### src/inc/dic_pkg.sv
package dic_pkg;
    // clock and time base
    localparam int unsigned CLK_HZ          = 10_000_000;
    localparam int unsigned MS_PER_S        = 1000;
    localparam int unsigned STEP_MS         = 1;
    localparam int unsigned STEP_CYCLES     = STEP_MS * (CLK_HZ / MS_PER_S);
    localparam int unsigned SCAN_PERIOD_MS  = 5;
    localparam int unsigned STEP_CNT_W      = 14;
    localparam int unsigned SCAN_CNT_W      = 3;
    // input conditioning
    localparam int unsigned NUM_INPUTS      = 3;
    localparam int unsigned NUM_RELAYS      = 5;
    localparam int unsigned DELAY_MAX_MS    = 1_800_000;
    localparam int unsigned DELAY_W         = 21;
    localparam int unsigned AC_EXTRA_MS     = 30;
    localparam logic [DELAY_W:0] AC_EXTRA   = (DELAY_W+1)'(AC_EXTRA_MS);
    localparam logic [DELAY_W-1:0] DELAY_RST = '0;
    localparam logic [DELAY_W-1:0] ELAPSED_MAX = '1;
    localparam int unsigned SRC_W           = 2;
    // polarity encoding of a polarity bit
    localparam logic POL_NORMALLY_OPEN      = 1'b0;
    localparam logic POL_NORMALLY_CLOSED    = 1'b1;
endpackage

### src/inc/dic_tick_if.sv
`timescale 1ns/1ns
interface dic_tick_if;
    logic ms_tick;
    logic scan_tick;
    modport source (output ms_tick, output scan_tick);
    modport sink   (input  ms_tick, input  scan_tick);
endinterface
### src/hw/dic_tick_gen.sv
`timescale 1ns/1ns
module dic_tick_gen #(
    parameter int unsigned STEP_CYC = dic_pkg::STEP_CYCLES
) (
    input  wire logic  clk_sys,
    input  wire logic  rst_b,
    dic_tick_if.source tk
);
    import dic_pkg::*;

    typedef struct packed {
        logic [STEP_CNT_W-1:0] step_cnt;
        logic [SCAN_CNT_W-1:0] scan_cnt;
        logic                  ms_tick;
        logic                  scan_tick;
    } dic_tick_st_t;

    localparam logic [STEP_CNT_W-1:0] STEP_LAST = STEP_CNT_W'(STEP_CYC - 1);
    localparam logic [SCAN_CNT_W-1:0] SCAN_LAST = SCAN_CNT_W'(SCAN_PERIOD_MS - 1);

    // refuse step lengths the counter cannot hold
    if (STEP_CYC < 1 || STEP_CYC >= (1 << STEP_CNT_W)) begin : g_bad_step
        $error("dic_tick_gen: STEP_CYC out of range");
    end

    dic_tick_st_t st;
    dic_tick_st_t next_st;

    // one ms step pulse, every fifth step also a scan pulse
    always_comb begin
        next_st           = st;
        next_st.ms_tick   = 1'b0;
        next_st.scan_tick = 1'b0;
        if (st.step_cnt == STEP_LAST) begin
            next_st.step_cnt = '0;
            next_st.ms_tick  = 1'b1;
            if (st.scan_cnt == SCAN_LAST) begin
                next_st.scan_cnt  = '0;
                next_st.scan_tick = 1'b1;
            end else begin
                next_st.scan_cnt = st.scan_cnt + SCAN_CNT_W'(1);
            end
        end else begin
            next_st.step_cnt = st.step_cnt + STEP_CNT_W'(1);
        end
    end

    // state register
    always_ff @(posedge clk_sys) begin
        if (!rst_b) begin
            st <= '0;
        end else begin
            st <= next_st;
        end
    end

    assign tk.ms_tick   = st.ms_tick;
    assign tk.scan_tick = st.scan_tick;
endmodule

### src/hw/dic_top.sv
`timescale 1ns/1ns
// What this block does
// - every input is sampled once per 5 ms scan into internal state
// - relay output commands are refreshed once per 5 ms scan
// - per-input polarity: energized reads 1 when normally open, 0 when closed
// - activation delay in 1 ms steps postpones each 0 to 1 change
// - drop-off delay in 1 ms steps postpones each 1 to 0 change
// - AC mode adds 30 ms to the drop-off delay, off by default
// - fault contact healthy only when powered and fault-free, else fault position
// - status seen by internal functions follows one further scan later
// - input routed to a relay reaches it one more scan after that
module dic_top #(
    parameter int unsigned N_IN     = dic_pkg::NUM_INPUTS,
    parameter int unsigned N_OUT    = dic_pkg::NUM_RELAYS,
    parameter int unsigned STEP_CYC = dic_pkg::STEP_CYCLES
) (
    input  wire logic                                   clk_sys,
    input  wire logic                                   rst_b,
    input  wire logic [N_IN-1:0]                        digital_input_n,
    input  wire logic [N_IN-1:0]                        polarity_nc,
    input  wire logic [N_IN-1:0][dic_pkg::DELAY_W-1:0]  act_delay_ms,
    input  wire logic [N_IN-1:0][dic_pkg::DELAY_W-1:0]  drop_delay_ms,
    input  wire logic [N_IN-1:0]                        ac_mode,
    input  wire logic [N_OUT-1:0]                       relay_cmd,
    input  wire logic [N_OUT-1:0]                       direct_en,
    input  wire logic [N_OUT-1:0][dic_pkg::SRC_W-1:0]   direct_src,
    input  wire logic                                   sys_fault,
    input  wire logic                                   power_good,
    output logic [N_IN-1:0]                             cond_status,
    output logic [N_IN-1:0]                             logic_status,
    output logic [N_OUT-1:0]                            relay_output_n,
    output logic                                        fault_contact_healthy,
    output logic                                        scan_strobe
);
    import dic_pkg::*;

    // refuse sizes the selectors cannot serve
    if (N_IN < 1 || N_IN > (1 << SRC_W) || N_OUT < 1) begin : g_bad_size
        $error("dic_top: N_IN or N_OUT out of range");
    end

    // refuse a delay width that cannot hold the longest delay plus the ac extra
    if (DELAY_MAX_MS + AC_EXTRA_MS >= (1 << DELAY_W)) begin : g_bad_delay
        $error("dic_top: DELAY_W too narrow for the delay range");
    end

    typedef struct packed {
        logic [N_IN-1:0]               samp;
        logic [N_IN-1:0]               cond;
        logic [N_IN-1:0][DELAY_W-1:0]  elapsed;
        logic [N_IN-1:0]               to_logic;
        logic [N_OUT-1:0]              relay;
        logic                          healthy;
        logic                          scan_seen;
    } dic_state_t;

    dic_state_t st;
    dic_state_t next_st;

    dic_tick_if tk ();

    dic_tick_gen #(
        .STEP_CYC (STEP_CYC)
    ) u_tick (
        .clk_sys (clk_sys),
        .rst_b   (rst_b),
        .tk      (tk)
    );

    logic [N_IN-1:0]              lvl;
    logic [N_IN-1:0][DELAY_W:0]   need;
    logic [N_OUT-1:0]             relay_val;

    // per-input level after polarity and delay required for the pending edge
    for (genvar i = 0; i < N_IN; i++) begin : g_in
        assign lvl[i]  = digital_input_n[i] ^ polarity_nc[i];
        assign need[i] = lvl[i] ? {1'b0, act_delay_ms[i]}
                       : ({1'b0, drop_delay_ms[i]} + (ac_mode[i] ? AC_EXTRA : '0));
    end

    // per-relay command source: routed input status or internal logic
    for (genvar k = 0; k < N_OUT; k++) begin : g_out
        assign relay_val[k] = direct_en[k] ? st.to_logic[direct_src[k]] : relay_cmd[k];
    end

    // scan-driven conditioning, logic view and relay refresh
    always_comb begin
        next_st           = st;
        next_st.scan_seen = tk.scan_tick;
        next_st.healthy   = power_good & ~sys_fault;
        for (int i = 0; i < N_IN; i++) begin
            if (tk.scan_tick) begin
                next_st.samp[i] = lvl[i];
                if (lvl[i] == st.cond[i]) begin
                    next_st.elapsed[i] = DELAY_RST;
                end else if ({1'b0, st.elapsed[i]} >= need[i]) begin
                    next_st.cond[i]    = lvl[i];
                    next_st.elapsed[i] = DELAY_RST;
                end else if (tk.ms_tick && st.elapsed[i] != ELAPSED_MAX) begin
                    next_st.elapsed[i] = st.elapsed[i] + DELAY_W'(1);
                end
            end else if (tk.ms_tick && st.samp[i] != st.cond[i]
                         && st.elapsed[i] != ELAPSED_MAX) begin
                next_st.elapsed[i] = st.elapsed[i] + DELAY_W'(1); // step count while pending
            end
        end
        if (tk.scan_tick) begin
            next_st.to_logic = st.cond;
            next_st.relay    = relay_val;
        end
    end

    // state register
    always_ff @(posedge clk_sys) begin
        if (!rst_b) begin
            st <= '0;
        end else begin
            st <= next_st;
        end
    end

    assign cond_status           = st.cond;
    assign logic_status          = st.to_logic;
    assign relay_output_n        = st.relay;
    assign fault_contact_healthy = st.healthy;
    assign scan_strobe           = st.scan_seen;

    for (genvar i = 0; i < N_IN; i++) begin : g_chk

    end

    for (genvar k = 0; k < N_OUT; k++) begin : g_rchk

    end
endmodule

### config.mk
export PLATFORM = sky130hd
export DESIGN_NAME = dic_top
export DESIGN_NICKNAME = d
export VERILOG_FILES = /design/src/inc/dic_pkg.sv /design/src/inc/dic_tick_if.sv /design/src/hw/dic_tick_gen.sv /design/src/hw/dic_top.sv
export SDC_FILE = /design/constraint.sdc
export NUM_CORES = 1
export LEC_CHECK = 0
export ABC_AREA = 1
export BUFFER_PORTS_ARGS = -buffer_cell sky130_fd_sc_hd__buf_2
export CORE_MARGIN = 2
export CORE_UTILIZATION = 45
export CTS_BUF_LIST = sky130_fd_sc_hd__clkbuf_8
export CTS_CLUSTER_DIAMETER = 30
export DETAILED_ROUTE_END_ITERATION = 12
export GPL_TIMING_DRIVEN = 0
export HOLD_SLACK_MARGIN = 0.06
export PLACE_DENSITY = 0.79
export SLEW_MARGIN = 20
export SYNTH_ARGS = -nofsm -noshare
export SYNTH_HDL_FRONTEND = slang
export SYNTH_SLANG_ARGS = --single-unit
### constraint.sdc
create_clock -name clk_sys -period 4.33 [get_ports clk_sys]
set_clock_uncertainty 0.05 [all_clocks]
set_input_delay 0.2165 -clock clk_sys [delete_from_list [all_inputs] [get_ports clk_sys]]
set_output_delay 0.2165 -clock clk_sys [all_outputs]
set_load 0.01 [all_outputs]
==> impl_metrics.json, run 1 <==
{
  "via_per_inst": 5.16,
  "area_growth_pct": 16.3,
  "syn-instance-count": 1352,
  "slowest_stage": "fa_1",
  "cts_tree": "done",
  "layout_commonest_cell": "nand2_1",
  "timing.rr.end": "st[67]$_SDFFE_PN0P_",
  "die_y_um": 142,
  "async_flop_share_pct": 0,
  "ys_seq_area_share_pct": 22.7,
  "antenna_found_initial": 1,
  "start_kind": "input port",
  "critPathMaxFanout": 10,
  "dpl.hpwl_um": 20100,
  "final_cell_mix": "nand2_1 (300), nor2_1 (188), buf_2 (178)",
  "final_util_pct": 53.4,
  "irDropWorstVdd_uv": 116,
  "avgSynthCellArea_um2": 6.38,
  "cts_buffers": 9,
  "path_clk_slew_ns": 0.10,
  "final_cell_count_no_fill": 1776,
  "clockPowerShare_pct": 33.3,
  "power.density_nw_per_um2": 202,
  "cts_sinks": 98,
  "cp_common_cell": "nand2_1",
  "cp_top_family": "simple AND/OR/NAND/NOR gates",
  "power.internal_mw": 1.41,
  "rsz0062_at_grt": "false",
  "reg2reg_from": "st[52]$_SDFFE_PN0P_",
  "path_buf_inv": 4,
  "r2r_cells": 11,
  "min_path_type": "input port to flip-flop",
  "cp.required_ns": 4.55,
  "drv_cap": 0,
  "io_buffers": 171,
  "p_switching_mw": 0.611,
  "post-route-period-util_pct": 80.4,
  "drt-pass1-iter-count": 5,
  "fin_crit_ns": 3.48,
  "setup_slack_ns": 0.851,
  "critPathArrivalTime_ns": 3.70,
  "fmax_mhz": 287,
  "setup_viol": 0,
  "grt_max_degree": 18,
  "boundaryPins": 172,
  "num-fill-cells": 1883,
  "slowest_delay_ns": 0.40,
  "vias": 9158,
  "synth-seq-cells": 98,
  "antenna-diode-count": 0,
  "yosysUniqueCellTypes": 47,
  "post-cts-setup-buffers": 0,
  "path_depth": 25,
  "htree_levels": 3,
  "start_util_pct": 46.0,
  "relSlewSlack_pct": 60.1,
  "stdcell_area_um2": 10000,
  "hold_violations": 0,
  "grt_usage_pct": 23.4,
  "drive_above_1_share_pct": 16.3,
  "critical_path_class": "input port to flip-flop",
  "ant_nets": 0,
  "pre_cts_slack_ns": 0.474,
  "place.gp.congestion": 0.953,
  "insertion_delay_ns": 0.38,
  "combPwrFrac_pct": 21.9,
  "synthFlopType": "dfxtp_1",
  "cts_max_path_buffers": 2,
  "synth_area_um2": 8620,
  "core.rowCount": 50,
  "fp.dieW_um": 142,
  "crit_start": "ac_mode[0]",
  "leakagePower_nw": 4.73,
  "grt_pass1_vias": 8221,
  "grt_pass1_wl_um": 38400,
  "sw_frac_of_total_pct": 30.2,
  "critPathCaptureType": "flip-flop",
  "synth_warnings": 0,
  "routedWlPerCell_um": 13.6,
  "status": "completed",
  "placed_cells": 1757,
  "finalMaxSlewViolations": 0,
  "ff2ff_setup_slack_ns": 2.02,
  "overflow": 0,
  "crit_end": "st[28]$_SDFFE_PN0P_",
  "cts-root-buf": "clkbuf_8",
  "fin_setup_tns_ns": 0,
  "wirelength_um": 24200,
  "die_area_um2": 20300,
  "drt_iter0_markers": 577,
  "core_area_um2": 18800,
  "drc": 0,
  "pwr-share-seq_pct": 44.8,
  "synth_edf_count": 0,
  "fin_nets": 1780,
  "tightest_slew_ns": 0.599,
  "syn_nets": 1595,
  "placedInstanceArea_um2": 9770
}
==> flip-flops by register name, indices dropped and copies added (netlist names) <==
register               cells
fault_contact_healthy      1
cond_status                3
u_tick.tk.ms_tick          1
relay_output_n             5
scan_strobe                1
u_tick.tk.scan_tick        1
st                        66
logic_status               3
u_tick.st                 17
==> area by class of cell <==
| type | instances | area (um^2) | area share, % |
|---|---|---|---|
| Inverter | 169 | 634 | 6.33 |
| Timing Repair Buffer | 174 | 886 | 8.83 |
| Sequential cell | 98 | 1960 | 19.6 |
| Buffer | 39 | 219 | 2.18 |
| Multi-Input combinational cell | 1046 | 5810 | 57.9 |
| Clock buffer | 9 | 124 | 1.24 |
| Tap cell | 234 | 293 | 2.92 |
| Clock inverter | 7 | 101 | 1.01 |
==> synthesized netlist by cell type, types with 4 or more instances <==
| library cell | instances | area (um^2) |
|---|---|---|
| or2_1 | 6 | 37.5 |
| inv_2 | 16 | 60.1 |
| nand4_1 | 31 | 194 |
| xnor2_1 | 21 | 184 |
| clkbuf_1 | 16 | 60.1 |
| buf_2 | 7 | 35.0 |
| or2_2 | 6 | 37.5 |
| o21ai_1 | 37 | 185 |
| xor2_1 | 55 | 482 |
| nor2_2 | 7 | 43.8 |
| or2_0 | 5 | 31.3 |
| nand3b_1 | 6 | 45.0 |
| o21a_1 | 4 | 30.0 |
| mux2i_1 | 4 | 40.0 |
| ha_1 | 81 | 1010 |
| a21oi_1 | 71 | 355 |
| inv_1 | 146 | 548 |
| nor2_1 | 188 | 706 |
| nand2_1 | 300 | 1130 |
| buf_4 | 15 | 113 |
| clkinv_1 | 7 | 26.3 |
| dfxtp_1 | 98 | 1960 |
| nand3_1 | 85 | 425 |
| o311ai_0 | 5 | 43.8 |
| nor3_1 | 33 | 165 |
| o21ai_0 | 64 | 320 |
==> worst reg2reg max path, stage by stage (launching register included) <==
cell     delay (ns)
dfxtp_1        0.42
ha_1           0.21
nand3_1        0.13
nor3_2         0.23
nand3_1        0.20
nor3_2         0.17
nand2_1        0.12
nand2_2        0.19
buf_4          0.22
nor2_1         0.07
xnor2_1        0.14
nor2_1         0.06
==> how the worst min path moves through the flow <==
stage / from / endpoint / cells after the start
final: relay_cmd[2] / relay_output_n[2]$_SDFFE_PN0P_ / 3
after floorplan: sys_fault / fault_contact_healthy$_SDFF_PN0_ / 1
after global placement: sys_fault / fault_contact_healthy$_SDFF_PN0_ / 2
after CTS: relay_cmd[2] / relay_output_n[2]$_SDFFE_PN0P_ / 3
after global routing: relay_cmd[2] / relay_output_n[2]$_SDFFE_PN0P_ / 3
after detailed placement: sys_fault / fault_contact_healthy$_SDFF_PN0_ / 2
==> per-stage QoR <==
stage	power, mW	hold WS [ns]
4_1_cts	2.04	0.0659
5_1_grt	2.14	0.0879
2_1_floorplan	1.18	0.238
6_report	2.02	0.0874
3_5_place_dp	1.36	0.330
3_3_place_gp	1.35	0.328
==> routing by layer <==
layer  up-vias  routed length (um)  track usage (%)
met5         -                   8                0
met4         2                 297             5.52
met3        24                1310             3.57
met2       234               11300             39.7
met1      4124               11300             31.2
li1       4774                   -                -
==> power by group through the flow <==
stage / clock, mW / combinational [mW] / sequential, mW
2_1_floorplan: 0 / 0.255 / 0.926
3_3_place_gp: 0 / 0.428 / 0.926
3_5_place_dp: 0 / 0.439 / 0.926
4_1_cts: 0.694 / 0.443 / 0.905
5_1_grt: 0.733 / 0.498 / 0.906
6_report: 0.673 / 0.444 / 0.905
==> logic make-up (layout without fill, tap and decap cells) <==
kind of cell / count (synthesis) / count (layout) / synth area share (%)
DFF: 98 / 98 / 22.7
muxes: 4 / 4 / 0.464
adders and majority gates: 84 / 84 / 12.4
xor gates and xnor gates: 76 / 76 / 7.72
AOI/OAI and AO/OA: 198 / 198 / 12.3
buffers and inverters: 208 / 398 / 9.89
and+or+nand+nor: 684 / 684 / 34.4
==> what timing repair did <==
action,4_1_cts,5_1_grt
hold buffers,3,0
endpoints found under the hold margin,2,0
gates resized for setup,0,0
Power figures use the tool's default switching activity.
==> run 2: changes to the inputs <==
==> constraint.sdc (replaced) <==
create_clock -name clk_sys -period 3.3 [get_ports clk_sys]
set_clock_uncertainty 0.05 [all_clocks]
set_input_delay 0.165 -clock clk_sys [delete_from_list [all_inputs] [get_ports clk_sys]]
set_output_delay 0.165 -clock clk_sys [all_outputs]
set_load 0.01 [all_outputs]
==> run 2 against run 1 <==
Core utilization increased by 1.7 points; wire length grew 2.3%; register-to-register slack lost 1.1 ns; clock-buffer cell count is the same; first-iteration DRC count rose by 12%; combinational power is 41% higher; global-route usage is 0.17 points higher; via count is 0.86% higher; worst setup slack worse by 0.67 ns; die area is the same; critical path type unchanged.
==> impl_metrics.json, run 2 (synthesized netlist as in run 1, its figures left out) <==
{
  "status": "completed",
  "area_growth_pct": 19.9,
  "htree_levels": 3,
  "dpl.hpwl_um": 20100,
  "power.density_nw_per_um2": 261,
  "drt-pass1-iter-count": 5,
  "layout_commonest_cell": "nand2_1",
  "critPathMaxFanout": 10,
  "insertion_delay_ns": 0.38,
  "io_buffers": 171,
  "finalPower_mw": 2.70,
  "cts_buffers": 9,
  "routedWlPerCell_um": 13.8,
  "core.rowCount": 50,
  "overflow": 0,
  "num-fill-cells": 1845,
  "leakagePower_nw": 4.85,
  "place.gp.congestion": 0.953,
  "cp_top_family": "simple AND/OR/NAND/NOR gates",
  "start_util_pct": 46.0,
  "largest_reg_flops": 66,
  "grt_pass1_vias": 8292,
  "irDropWorstVdd_uv": 153,
  "ant_nets": 0,
  "via_per_inst": 5.15,
  "vias": 9237,
  "min_path_type": "input port to flip-flop",
  "cts-root-buf": "clkbuf_8",
  "fp.dieW_um": 142,
  "drv_cap": 0,
  "relSlewSlack_pct": 58.2,
  "critical_path_class": "input port to flip-flop",
  "finalMaxSlewViolations": 0,
  "placedInstanceArea_um2": 9770,
  "fmax_mhz": 321,
  "path_cells": "buf_2 > ha_1 > inv_1 > fa_1 > o21ai_4 > nand2_1 > nor2_2 > nand4_1 > xor2_1 > nand2_1 > o21ai_1 > ha_1 > a21oi_1 > o21ai_1 > nand3_1 > a21oi_1 > nor2_1 > nand2_1 > nand3_1 > nand3_2 > buf_4 > nor2_1",
  "multi_input_area_um2": 5940,
  "start_kind": "input port",
  "hold_violations": 0,
  "cts_max_path_buffers": 2,
  "tightest_slew_ns": 0.627,
  "antenna_found_initial": 1,
  "wirelength_um": 24800,
  "fin_crit_ns": 3.11,
  "cp_common_cell": "nand2_1",
  "final_cell_mix": "nand2_1 (298), nor2_1 (184), buf_2 (173)",
  "drive_above_1_share_pct": 18.3,
  "slowest_stage": "fa_1",
  "cts_tree": "done",
  "drt_iter0_markers": 646,
  "post-route-period-util_pct": 94.4,
  "setup_viol": 0,
  "path_clk_slew_ns": 0.10,
  "grt_max_degree": 18,
  "die_y_um": 142,
  "grt_pass1_wl_um": 38700,
  "regMostFlops": "st",
  "slowest_delay_ns": 0.44,
  "fin_nets": 1797,
  "boundaryPins": 172,
  "stdcell_area_um2": 10300,
  "cp.required_ns": 3.52,
  "critPathArrivalTime_ns": 3.34,
  "antenna-diode-count": 0,
  "cts_sinks": 98,
  "regArea_um2": 1960,
  "path_buf_inv": 3,
  "core_area_um2": 18800,
  "drc": 0,
  "grt_usage_pct": 23.6,
  "ff2ff_setup_slack_ns": 0.88,
  "critPathCaptureType": "flip-flop",
  "die_area_um2": 20300
}
run 2: cell count changes in the layout (fill, tap and decap cells not counted), sizes merged:
cell,before,now
clkbuf,25,26
dlygate4sd3,3,11
buf,194,202
run 2: where the power goes:
part	switching, mW	internal (mW)	leakage [nW]	total [mW]
combinational	0.371	0.253	3.95	0.625
clock	0.449	0.437	0.118	0.886
sequential	0.00191	1.19	0.790	1.19
total	0.822	1.88	4.85	2.70
run 2: tightest hold or removal path: cells and delay by family:
kind	cells	cell delay, ns
buffers and inverters	2	0.12
AOI/OAI and AO/OA	2	0.19
run 2: layout make-up:
class                           count  area share, %
Multi-Input combinational cell   1046           57.4
Sequential cell                    98           19.0
Timing Repair Buffer              191           10.2
Inverter                          169           6.13
Tap cell                          234           2.83
Buffer                             39           2.30
Clock buffer                        9           1.20
Clock inverter                      7          0.980
run 2: worst paths after layout:
| check | startpoint | endpoint | cells after the start |
|---|---|---|---|
| max | ac_mode[2] | st[71]$_SDFFE_PN0P_ | 22 |
| min | direct_en[0] | relay_output_n[0]$_SDFFE_PN0P_ | 4 |
| max reg2reg | u_tick.tk.scan_tick$_SDFF_PN0_ | relay_output_n[4]$_SDFFE_PN0P_ | 6 |
| min reg2reg | u_tick.st[5]$_SDFF_PP0_ | u_tick.st[5]$_SDFF_PP0_ | 1 |
run 2: what timing repair did:
action                     4_1_cts  5_1_grt
pin swaps                        0       12
setup endpoints to repair       40       55
cloned                           0        2
setup buffers                    0        7
hold buffers                    11        0
hold endpoints to repair         6        0
resized for setup                6       38
run 2: metal layers:
| metal | vias up | global-route usage (%) | share of wire, % |
|---|---|---|---|
| met4 | 2 | 5.84 | 1.3 |
| met1 | 4161 | 31.2 | 46 |
| li1 | 4798 | - | - |
| met3 | 24 | 3.63 | 5.5 |
| met2 | 252 | 40.1 | 47 |
| met5 | - | 0 | 0.032 |
run 2: metrics by stage:
stage               hold slack [ns]  utilization, %  TNS (ns)  cells  setup WS [ns]
floorplan                     0.187               -         0   1352          0.208
global placement              0.277            52.1    -21.41   1757         -0.495
detailed placement            0.278            52.1    -23.38   1757         -0.504
CTS                          0.0613            54.0         0   1784        0.00247
global route                 0.0990            55.1    -0.413   1793        -0.0425
finish                       0.0831            55.1         0   1793          0.186
